[src/hw/ubs_pkg.sv]
// Purpose: Shared constants and types for the USB bridge status block
// Assumes: 250 MHz system clock
// Notes: Register offsets are byte addresses on the plain register port
package ubs_pkg;
    // Register map (byte addresses, one word each)
    localparam logic [7:0] ADDR_CTRL = 8'h00;
    localparam logic [7:0] ADDR_STATUS = 8'h04;
    localparam logic [7:0] ADDR_FLASH_CMD = 8'h08;
    localparam logic [7:0] ADDR_FLASH_DATA = 8'h0C;
    localparam logic [7:0] ADDR_CFG_NV = 8'h10;
    // Control field positions
    localparam int CTRL_SYNC_BIT = 0;
    localparam int CTRL_SLEEP_LSB = 1;
    localparam int CTRL_DIV_LSB = 8;
    // Reset values
    localparam logic [31:0] CFG_NV_RST = 32'h0000_0000;
    localparam logic [15:0] DIV_RST = 16'h0003;
    // Count value at which the straps are caught, on the third edge after reset release
    localparam logic [1:0] STRAP_CAPTURE_CNT = 2'h2;
    // Flash command codes
    localparam logic [1:0] FCMD_ERASE = 2'h1;
    localparam logic [1:0] FCMD_PROGRAM = 2'h2;
    localparam logic [1:0] FCMD_READ = 2'h3;
    // Sleep levels: deepest is the default
    typedef enum logic [1:0] {
        SLP_IDLE = 2'b00,
        SLP_STANDBY = 2'b01,
        SLP_PWR_SAVE = 2'b10,
        SLP_PWR_DOWN = 2'b11
    } ubs_sleep_t;
    // Boot modes decoded from the straps
    typedef enum logic [1:0] {
        MODE_RUN = 2'b00,
        MODE_CONFIG = 2'b01,
        MODE_BOOT = 2'b10
    } ubs_mode_t;
    // Strap sample taken after reset release
    typedef struct packed {
        logic jumper_fitted;
        logic button_held;
    } ubs_strap_t;
    // Shared line drive pair
    typedef struct packed {
        logic out;
        logic oe;
    } ubs_pin_t;
    // Boot mode decode used by logic and checks
    function automatic ubs_mode_t decode_mode(ubs_strap_t s);
        if (s.jumper_fitted && s.button_held) begin
            return MODE_BOOT;
        end else if (s.jumper_fitted) begin
            return MODE_CONFIG;
        end
        return MODE_RUN;
    endfunction
endpackage

[src/hw/ubs_top.sv]
// Purpose: Status, sleep and boot mode logic of a USB bridge controller
// Assumes: Straps and USB state arrive from pins, synchronised here
// Notes: Shared clock/status line is open drain in async mode
`timescale 1ns/10ps
module ubs_top (
    input wire logic i_sys_clk, // System clock 250 MHz
    input wire logic i_sys_rst, // Synchronous reset, active high
    input wire logic i_usb_attached, // USB cable present (pin)
    input wire logic i_usb_suspended, // USB bus suspended (pin)
    input wire logic i_usb_enumerated, // USB enumerated (pin)
    input wire logic i_mode_select_jumper_n, // Jumper fitted, active low
    input wire logic i_program_button_n, // Button held, active low
    input wire logic i_shared_sync_clock_line, // Line level read back
    input wire logic [7:0] i_addr, // Register address
    input wire logic [31:0] i_wdata, // Write data
    input wire logic i_wr, // Write strobe
    input wire logic i_rd, // Read strobe
    output logic [31:0] o_rdata, // Read data, one cycle after i_rd
    output logic o_shared_sync_clock_line, // Line output value
    output logic o_shared_sync_clock_line_oe, // Line output enable
    output logic o_sleep, // Low-power sleep request
    output logic [1:0] o_sleep_level, // Sleep level in force
    output logic [1:0] o_mode, // Boot mode
    output logic o_status_indicator_led, // Status LED
    output logic o_power_indicator_led, // Power LED
    output logic o_flash_erase, // Erase pulse to flash
    output logic o_flash_program, // Program pulse to flash
    output logic [31:0] o_flash_wdata, // Program data
    output logic o_nv_wr, // Store config to NV memory
    output logic [31:0] o_nv_wdata // Config value to store
);
    // ------------------------------------------------------------
    // Pin synchronisers
    // ------------------------------------------------------------
    logic [5:0] meta_q;
    logic [5:0] sync_q;
    // Two flops each; only sync_q is read by logic
    always_ff @(posedge i_sys_clk) begin
        meta_q <= {i_usb_attached, i_usb_suspended, i_usb_enumerated,
            ~i_mode_select_jumper_n, ~i_program_button_n,
            i_shared_sync_clock_line};
        sync_q <= meta_q;
    end
    logic usb_att, usb_susp, usb_enum, line_level;
    ubs_pkg::ubs_strap_t strap_now;
    assign usb_att = sync_q[5];
    assign usb_susp = sync_q[4];
    assign usb_enum = sync_q[3];
    assign strap_now.jumper_fitted = sync_q[2];
    assign strap_now.button_held = sync_q[1];
    assign line_level = sync_q[0];

    // ------------------------------------------------------------
    // Strap capture and boot mode
    // ------------------------------------------------------------
    logic [1:0] cap_cnt_q;
    logic strap_done_q;
    ubs_pkg::ubs_mode_t mode_q;
    // Wait for synchroniser to fill before catching straps once
    always_ff @(posedge i_sys_clk) begin
        if (i_sys_rst) begin
            cap_cnt_q <= 2'h0;
            strap_done_q <= 1'b0;
            mode_q <= ubs_pkg::MODE_RUN;
        end else if (!strap_done_q) begin
            cap_cnt_q <= cap_cnt_q + 2'h1;
            if (cap_cnt_q == ubs_pkg::STRAP_CAPTURE_CNT) begin
                strap_done_q <= 1'b1;
                mode_q <= ubs_pkg::decode_mode(strap_now);
            end
        end
    end
    // LEDs: bootloader lights status and darkens power
    always_ff @(posedge i_sys_clk) begin
        if (i_sys_rst) begin
            o_status_indicator_led <= 1'b0;
            o_power_indicator_led <= 1'b0;
            o_mode <= 2'h0;
        end else begin
            o_mode <= mode_q;
            o_status_indicator_led <= strap_done_q &&
                mode_q == ubs_pkg::MODE_BOOT;
            o_power_indicator_led <= strap_done_q &&
                mode_q != ubs_pkg::MODE_BOOT;
        end
    end

    // ------------------------------------------------------------
    // Register file
    // ------------------------------------------------------------
    logic sync_mode_q;
    ubs_pkg::ubs_sleep_t sleep_sel_q;
    logic [15:0] div_q;
    logic [31:0] cfg_nv_q;
    logic erased_q;
    logic refused_q;
    logic usb_active;
    assign usb_active = usb_att && !usb_susp;
    // Control and NV config writes; NV write accepted only in config mode
    always_ff @(posedge i_sys_clk) begin
        if (i_sys_rst) begin
            sync_mode_q <= 1'b0;
            sleep_sel_q <= ubs_pkg::SLP_PWR_DOWN;
            div_q <= ubs_pkg::DIV_RST;
            cfg_nv_q <= ubs_pkg::CFG_NV_RST;
            o_nv_wr <= 1'b0;
            o_nv_wdata <= 32'h0000_0000;
        end else begin
            o_nv_wr <= 1'b0;
            if (i_wr && i_addr == ubs_pkg::ADDR_CTRL) begin
                sync_mode_q <= i_wdata[ubs_pkg::CTRL_SYNC_BIT];
                sleep_sel_q <= ubs_pkg::ubs_sleep_t'(
                    i_wdata[ubs_pkg::CTRL_SLEEP_LSB +: 2]);
                div_q <= i_wdata[ubs_pkg::CTRL_DIV_LSB +: 16];
            end
            if (i_wr && i_addr == ubs_pkg::ADDR_CFG_NV &&
                mode_q == ubs_pkg::MODE_CONFIG) begin
                cfg_nv_q <= i_wdata;
                o_nv_wr <= 1'b1;
                o_nv_wdata <= i_wdata;
            end
        end
    end
    // Flash loader: erase must precede programming; reads never answer
    always_ff @(posedge i_sys_clk) begin
        if (i_sys_rst) begin
            erased_q <= 1'b0;
            refused_q <= 1'b0;
            o_flash_erase <= 1'b0;
            o_flash_program <= 1'b0;
            o_flash_wdata <= 32'h0000_0000;
        end else begin
            o_flash_erase <= 1'b0;
            o_flash_program <= 1'b0;
            if (i_wr && i_addr == ubs_pkg::ADDR_FLASH_DATA) begin
                o_flash_wdata <= i_wdata;
            end
            if (i_wr && i_addr == ubs_pkg::ADDR_FLASH_CMD &&
                mode_q == ubs_pkg::MODE_BOOT) begin
                if (i_wdata[1:0] == ubs_pkg::FCMD_ERASE) begin
                    erased_q <= 1'b1;
                    refused_q <= 1'b0;
                    o_flash_erase <= 1'b1;
                end else if (i_wdata[1:0] == ubs_pkg::FCMD_PROGRAM) begin
                    o_flash_program <= erased_q;
                    refused_q <= !erased_q;
                end else if (i_wdata[1:0] == ubs_pkg::FCMD_READ) begin
                    refused_q <= 1'b1;
                end
            end
        end
    end
    // Read mux; flash data register reads zero so contents never leave
    always_ff @(posedge i_sys_clk) begin
        if (i_sys_rst) begin
            o_rdata <= 32'h0000_0000;
        end else if (i_rd) begin
            unique case (i_addr)
                ubs_pkg::ADDR_CTRL: o_rdata <= {8'h00, div_q, 5'h00,
                    sleep_sel_q, sync_mode_q};
                ubs_pkg::ADDR_STATUS: o_rdata <= {22'h000000, line_level,
                    refused_q, erased_q, mode_q, usb_enum, usb_susp,
                    usb_att, o_sleep, strap_done_q};
                ubs_pkg::ADDR_CFG_NV: o_rdata <= cfg_nv_q;
                default: o_rdata <= 32'h0000_0000;
            endcase
        end else begin
            o_rdata <= 32'h0000_0000;
        end
    end

    // ------------------------------------------------------------
    // Sleep control
    // ------------------------------------------------------------
    // Sleep whenever cable removed or bus suspended
    always_ff @(posedge i_sys_clk) begin
        if (i_sys_rst) begin
            o_sleep <= 1'b0;
            o_sleep_level <= ubs_pkg::SLP_PWR_DOWN;
        end else begin
            o_sleep <= !usb_active;
            o_sleep_level <= sleep_sel_q;
        end
    end

    // ------------------------------------------------------------
    // Shared clock/status line
    // ------------------------------------------------------------
    logic [15:0] div_cnt_q;
    logic sck_q;
    // Serial clock divider; stops and parks low when USB inactive
    always_ff @(posedge i_sys_clk) begin
        if (i_sys_rst || !sync_mode_q || !usb_active) begin
            div_cnt_q <= 16'h0000;
            sck_q <= 1'b0;
        end else if (div_cnt_q >= div_q) begin
            div_cnt_q <= 16'h0000;
            sck_q <= ~sck_q;
        end else begin
            div_cnt_q <= div_cnt_q + 16'h0001;
        end
    end
    // Async: pull low only when ready, else release so pull-up wins
    always_ff @(posedge i_sys_clk) begin
        if (i_sys_rst) begin
            o_shared_sync_clock_line <= 1'b0;
            o_shared_sync_clock_line_oe <= 1'b0;
        end else if (sync_mode_q) begin
            o_shared_sync_clock_line <= usb_active ? sck_q : 1'b0;
            o_shared_sync_clock_line_oe <= 1'b1;
        end else begin
            o_shared_sync_clock_line <= 1'b0;
            o_shared_sync_clock_line_oe <= usb_active &&
                usb_enum;
        end
    end

    // ------------------------------------------------------------
    // Checks
    // ------------------------------------------------------------
    // Registered outputs lag their causes by one edge, hence the |=>
    a_sleep_follows_usb: assert property (@(posedge i_sys_clk)
        disable iff (i_sys_rst) !usb_active |=> o_sleep)
        else $error("sleep not requested while usb inactive");
    a_sleep_default_deep: assert property (@(posedge i_sys_clk)
        $fell(i_sys_rst) |-> sleep_sel_q == ubs_pkg::SLP_PWR_DOWN)
        else $error("default sleep level not power-down");
    a_line_opendrain: assert property (@(posedge i_sys_clk)
        disable iff (i_sys_rst) !sync_mode_q && o_shared_sync_clock_line_oe
        |-> !o_shared_sync_clock_line)
        else $error("async line driven high");
    a_ready_pulls_low: assert property (@(posedge i_sys_clk)
        disable iff (i_sys_rst) !sync_mode_q && usb_active && usb_enum
        ##1 !sync_mode_q |-> o_shared_sync_clock_line_oe)
        else $error("ready not shown as low");
    a_notready_release: assert property (@(posedge i_sys_clk)
        disable iff (i_sys_rst) !sync_mode_q && !usb_active ##1 !sync_mode_q
        |-> !o_shared_sync_clock_line_oe)
        else $error("not-ready line still driven");
    a_sync_clock_parks: assert property (@(posedge i_sys_clk)
        disable iff (i_sys_rst) sync_mode_q && !usb_active ##1 sync_mode_q
        |-> o_shared_sync_clock_line_oe && !o_shared_sync_clock_line)
        else $error("sync line not held low while inactive");
    a_sync_clock_runs: assert property (@(posedge i_sys_clk)
        disable iff (i_sys_rst) (sync_mode_q && usb_active && div_q == 16'h0)
        [*3] |-> $changed(sck_q))
        else $error("serial clock not toggling");
    // Indicator pair must follow the caught mode in every mode
    a_boot_leds: assert property (@(posedge i_sys_clk)
        disable iff (i_sys_rst) strap_done_q && mode_q == ubs_pkg::MODE_BOOT
        |=> o_status_indicator_led && !o_power_indicator_led)
        else $error("bootloader leds wrong");
    a_run_leds: assert property (@(posedge i_sys_clk)
        disable iff (i_sys_rst) strap_done_q && mode_q != ubs_pkg::MODE_BOOT
        |=> !o_status_indicator_led && o_power_indicator_led)
        else $error("run or config leds wrong");
    // Flash loader: no program pulse without erase, no pulse outside the bootloader
    a_program_needs_erase: assert property (@(posedge i_sys_clk)
        disable iff (i_sys_rst) o_flash_program |-> $past(erased_q))
        else $error("program issued without erase");
    a_flash_boot_only: assert property (@(posedge i_sys_clk)
        disable iff (i_sys_rst) o_flash_erase || o_flash_program
        |-> $past(mode_q) == ubs_pkg::MODE_BOOT)
        else $error("flash pulse outside bootloader");
    a_no_flash_readback: assert property (@(posedge i_sys_clk)
        disable iff (i_sys_rst) $past(i_rd) &&
        $past(i_addr) == ubs_pkg::ADDR_FLASH_DATA |-> o_rdata == 32'h0)
        else $error("flash data read back");
    a_read_cmd_refused: assert property (@(posedge i_sys_clk)
        disable iff (i_sys_rst) i_wr && i_addr == ubs_pkg::ADDR_FLASH_CMD &&
        mode_q == ubs_pkg::MODE_BOOT && i_wdata[1:0] == ubs_pkg::FCMD_READ
        |=> refused_q)
        else $error("flash read command not refused");
    // Stored configuration only changes from configuration mode
    a_nv_store: assert property (@(posedge i_sys_clk)
        disable iff (i_sys_rst) o_nv_wr |-> cfg_nv_q == o_nv_wdata)
        else $error("nv store value mismatch");
    a_nv_config_only: assert property (@(posedge i_sys_clk)
        disable iff (i_sys_rst) o_nv_wr
        |-> $past(mode_q) == ubs_pkg::MODE_CONFIG)
        else $error("nv store outside configuration mode");
    a_mode_decode: assert property (@(posedge i_sys_clk)
        disable iff (i_sys_rst)
        !strap_done_q && cap_cnt_q == ubs_pkg::STRAP_CAPTURE_CNT
        |=> mode_q == ubs_pkg::decode_mode($past(strap_now)))
        else $error("boot mode decode wrong");
    c_boot_mode: cover property (@(posedge i_sys_clk)
        mode_q == ubs_pkg::MODE_BOOT && o_flash_program);
    c_config_store: cover property (@(posedge i_sys_clk) o_nv_wr);
    c_sync_clock: cover property (@(posedge i_sys_clk)
        sync_mode_q && $rose(o_shared_sync_clock_line));
    c_sleep_entry: cover property (@(posedge i_sys_clk) $rose(o_sleep));
    c_program_refused: cover property (@(posedge i_sys_clk) $rose(refused_q));
endmodule

[config.mk]
export PLATFORM = sky130hd
export DESIGN_NAME = ubs_top
export DESIGN_NICKNAME = d
export VERILOG_FILES = /design/src/hw/ubs_pkg.sv /design/src/hw/ubs_top.sv
export SDC_FILE = /design/constraint.sdc
export NUM_CORES = 1
export LEC_CHECK = 0
export BUFFER_PORTS_ARGS = -buffer_cell sky130_fd_sc_hd__buf_2
export CORE_MARGIN = 2
export CORE_UTILIZATION = 45
export CTS_CLUSTER_DIAMETER = 80
export CTS_CLUSTER_SIZE = 10
export DETAILED_ROUTE_END_ITERATION = 8
export PLACE_DENSITY = 0.7
export SETUP_SLACK_MARGIN = 0.05
export SYNTH_ARGS = -nofsm -noshare
export SYNTH_HDL_FRONTEND = slang
export SYNTH_SLANG_ARGS = --single-unit
[constraint.sdc]
create_clock -name i_sys_clk -period 4.6 [get_ports i_sys_clk]
set_input_delay 0.23 -clock i_sys_clk [delete_from_list [all_inputs] [get_ports i_sys_clk]]
set_output_delay 0.23 -clock i_sys_clk [all_outputs]
set_load 0.03 [all_outputs]
; After elaboration in Yosys (flattened, before gate mapping)
; Cells that the tools add are included.
[classes]
add_sub_neg = 2
mul = 0
div = 0
n_lt_le_gt_ge = 1
n_eq_ne = 11
shifts = 0
muxes = 17
n_bitwise = 9
n_reduce_logical = 27
[ops]
columns = op, n
row1 = $pmux 32 s3, 1
row2 = $add 16x1->16 const B, 1
row3 = $eq 8x4->1 const B, 2
row4 = $ge 16x16->1, 1
row5 = $mux 1, 13
row6 = $logic_and 1x1->1, 11
row7 = $not 1->1, 9
row8 = $eq 2x2->1 const B, 4
row9 = $eq 8x3->1 const B, 1
row10 = $eq 8x5->1 const B, 1
row11 = $logic_not 8->1, 1
row12 = $mux 2, 3
row13 = $reduce_and 2->1, 3
row14 = $reduce_or 2->1, 3
row15 = $eq 2x1->1 const B, 2
row16 = $logic_not 1->1, 4
row17 = $reduce_or 4->1, 1
row18 = $reduce_bool 3->1, 1
row19 = $reduce_or 3->1, 1
row20 = $add 2x1->2 const B, 1
row21 = $logic_or 1x1->1, 2
row22 = $ne 2x2->1 const B, 1
[word_totals]
register_bits = 163
latchBits = 0
ramBits = 0
romBits = 0
input_bits = 50
output_inout_bits = 108
word_cells = 92
memories = 0

; Logic depth before layout (Yosys ltp)
[depth]
word_depth = 6
depth_mapped = 8
depth_no_buf = 7

; Worst setup path after synthesis
; No wires, ideal clock.
[synth_path]
path_kind = register to register
from = register div_q[13]
to = register div_cnt_q[11]
setup_time_ns = 0.115
arrival_ns = 2.123
required_ns = 4.485
path_slack_ns = 2.362
path_stages_with_launch = 9
path_buffers = 1
synth_period_minus_slack_ns = 2.238
path_cell_list = dfxtp_1 inv_1 ha_1 nand4_1 or3_1 or4_1 nand4_1 buf_4 nor2_1
[synth_via]
elab_chain_cells = 2
[synth_rtl]
columns = item, line
row1 = start: declaration, ubs_top.sv:93  ; logic [15:0] div_q;
row2 = start signal: assignment, ubs_top.sv:104  ; div_q <= ubs_pkg::DIV_RST;
row3 = start signal: assignment, ubs_top.sv:114  ; div_q <= i_wdata[ubs_pkg::CTRL_DIV_LSB +: 16];
row4 = $ge 16x16->1, ubs_top.sv:196  ; end else if (div_cnt_q >= div_q) begin
row5 = $reduce_or 2->1 (no line), --
row6 = end signal: assignment, ubs_top.sv:200  ; div_cnt_q <= div_cnt_q + 16'h0001;
row7 = end: declaration, ubs_top.sv:189  ; logic [15:0] div_cnt_q;
; Every way passes these cells.
; A chain may end at the register's enable or synchronous reset.

; Final worst setup path
[layout_path]
from = register div_q[13]
to = register div_cnt_q[1]
; The elaborated chain is that of the path after synthesis.

==> results.py <==
metrics = {
    "floorplan": {
        "ioPinCount": 158,
        "initial_core_util": 0.458,
        "die-area_um2": 14400,
        "rows": 42,
        "core-area_um2": 13200,
        "die_x_um": 120,
        "fp.dieH_um": 120,
    },
    "finish": {
        "layout-drive-gt1-share": 0.249,
        "diodes": 0,
        "layout-area-overhead-vs-synth_pct": 25.9,
        "fill_cells": 1171,
        "final_nets": 873,
    },
    "critical_path": {
        "crit_chain": "inv_1 > ha_1 > a21o_1 > a21o_1 > a2111oi_0 > nand4_1 > nor2_1",
        "critPathKind": "reg -> reg",
        "critPathSlowestCell": "a2111oi_0",
        "cpPeakStageDelay_ns": 0.70,
        "crit_fanout": 16,
        "critPathArrivalTime_ns": 3.11,
        "start_kind": "flip-flop",
        "crit_buf_inv": 1,
        "cp.required_ns": 4.93,
        "cp_common_cell": "a21o_1",
        "path_delay_family": "compound AO/OA/AOI/OAI gates",
        "worstSetupEndpointType": "flip-flop",
    },
    "timing": {
        "period_minus_slack_ns": 2.78,
        "maxSlewViolCount": 0,
        "fin_tns_setup_ns": 0,
        "maxClockFrequency_mhz": 359,
        "maxSlewHeadroom": 0.217,
        "skew_ns": 0.0102,
        "setup_viol": 0,
        "worst_slew_pin_slew_ns": 1.17,
        "final_hold_viol_count": 0,
        "grt_setup_unrepaired": "no",
        "period_share": 0.605,
    },
    "route": {
        "antenna_left": 0,
        "totalWireLength_um": 14700,
        "wl_per_cell_um": 14.8,
        "via_per_inst": 4.97,
        "first_pass_iters": 4,
        "drc_errors": 0,
        "via_count": 4932,
        "initialDrtViolationCount": 306,
    },
    "clock_tree": {
        "clockBufferDepth": 2,
        "cts_tree": "done",
        "clk_pin_slew_ns": 0.06,
        "htreeDepth": 4,
        "numCtsBuffers": 17,
        "clkLatencyLatePin_ns": 0.42,
        "clock_sinks": 163,
        "cts_root_buffer": "clkbuf_16",
        "postCtsSetupRepairBufs": 0,
    },
    "grt": {
        "grt_pass1_wl_um": 24100,
        "antenna_found_initial": 0,
        "grt-ovfl-total": 0,
        "grtUsageTotal": 0.212,
        "first_global_vias": 4970,
        "grt_max_degree": 61,
    },
    "status": {
        "status": "finished, final reports clean",
    },
    "placed_design": {
        "hpwlAfterDp_um": 10300,
        "gp_congestion": 0.826,
        "io_buffer_count": 157,
    },
    "synth": {
        "ys_seq_area_frac": 0.540,
        "synthTopCellsByArea": "dfxtp_1 (54%), nand2_1 (6.5%), mux2i_1 (6.1%), nor2_1 (6.0%), a21oi_1 (5.1%)",
        "ys_warn_count": 0,
        "syn_area_um2": 6040,
        "synth_top_area_frac": 0.540,
        "synth_area_leader_cell": "dfxtp_1",
        "avgSynthCellArea_um2": 9.25,
        "syn_inst": 653,
        "synth_seq_cells": 163,
        "synth_nets": 721,
        "synth-edff-count": 0,
        "synthFlopType": "dfxtp_1",
        "synth-async-reset-ratio": 0,
        "yosysUniqueCellTypes": 47,
    },
    "flow_run": {
        "maxCapViolCount": 0,
    },
    "power_and_ir_drop": {
        "power_uw": 3120,
        "power_per_cell_area_nw_per_um2": 410,
        "peakVddDrop_mv": 0.269,
        "leakagePower_uw": 0.00320,
    },
    "hold_path": {
        "min_path_type": "in -> reg",
    },
}
-- logic make-up after synthesis --
group                      Yosys count  synth area share
and+or+nand+nor                    271             0.204
DFF                                163             0.540
AOI/OAI and AO/OA                   91            0.0893
buffers and inverters               57            0.0443
muxes                               38            0.0632
adders and majority gates           18            0.0373
xor gates and xnor gates            15            0.0217
-- metal layers --
metal,share of wire,global-route usage,up-vias
met1,0.44,0.255,2289
met2,0.48,0.360,155
li1,-,-,2465
met4,0.021,0.0809,0
met5,0,0,-
met3,0.062,0.0589,23
-- Yosys cell counts (2+ instances only) --
master     number
dfxtp_1       163
nand2_1       105
nor2_1         97
a21oi_1        62
mux2i_1        37
inv_1          23
a22oi_1        19
clkbuf_1       18
ha_1           18
and2_1         10
nor2b_1         8
xor2_1          8
buf_2           7
nand3_1         7
xnor2_1         7
nand4_1         6
nor3_1          6
and3_1          5
buf_6           5
nand2b_1        4
nor3b_1         3
a2111oi_0       2
a21o_1          2
and3b_1         2
buf_1           2
buf_4           2
nor2_2          2
nor4_1          2
o21ai_0         2
or2_2           2
-- power by group --
part	leakage, µW	switching, µW	internal [µW]	total, µW
Combinational	0.00158	76.3	50.1	126
Sequential	0.00132	18.2	1430	1450
Clock	0.000307	541	999	1540
Total	0.00320	636	2480	3120
-- registers in the layout, indices dropped and copies added, names as in the netlist, 2 cells and up --
| signal | count |
|---|---|
| o_flash_wdata | 32 |
| mode_q | 2 |
| o_mode | 2 |
| sync_q | 6 |
| div_cnt_q | 16 |
| meta_q | 6 |
| cfg_nv_q | 32 |
| div_q | 16 |
| cap_cnt_q | 2 |
| sleep_sel_q | 2 |
| o_sleep_level | 2 |
| o_rdata | 32 |
-- per-stage QoR --
stage                util  setup slack [ns]  hold WS (ns)  instances  area (µm²)
floorplan               -              2.36         0.258        653        6040
global placement    0.523              1.80         0.316        956        6900
detailed placement  0.523              1.67         0.316        956        6900
CTS                 0.577              1.77        0.0453        992        7610
global route        0.577              1.54        0.0654        992        7610
finish              0.577              1.82        0.0530        992        7610
-- layout by cell type (no fill, tap or decap), drive strengths merged, types with 4 or more instances in the layout --
cell type | Yosys | layout
nor3 | 7 | 7
nand4 | 6 | 6
nor2 | 99 | 99
and3 | 5 | 5
nor3b | 4 | 4
xnor2 | 7 | 7
ha | 18 | 18
nand2b | 4 | 4
nand3 | 7 | 7
mux2i | 37 | 37
dfxtp | 163 | 163
and2 | 10 | 10
buf | 16 | 161
clkbuf | 18 | 21
dlygate4sd3 | 0 | 6
nor2b | 8 | 8
xor2 | 8 | 8
bufinv | 0 | 5
a22oi | 19 | 19
nand2 | 105 | 105
a21oi | 62 | 62
inv | 23 | 23
-- final timing paths --
| check | startpoint | end | slack (ns) | cells after the start |
|---|---|---|---|---|
| setup / recovery | div_q[13] | div_cnt_q[1] | 1.82 | 7 |
| hold / removal | i_wdata[9] | div_q[1] | 0.05 | 2 |
| setup reg to reg | div_q[13] | div_cnt_q[1] | 1.82 | 7 |
| hold reg to reg | meta_q[3] | sync_q[3] | 0.33 | 0 |
-- final cells by class --
class	count	area [µm²]	share of cell area
Timing Repair Buffer	167	878	0.115
Tap cell	176	220	0.0289
Sequential cell	163	3260	0.429
Clock buffer	21	470	0.0618
Inverter	23	86.3	0.0113
Multi-Input combinational cell	433	2510	0.330
Clock inverter	9	178	0.0234
-- what timing repair did --
action | CTS | global route
hold buffers | 6 | 0
gates resized for setup | 0 | 0
hold endpoints to repair | 6 | 0
Note: power is estimated with default switching activity, not from simulation.
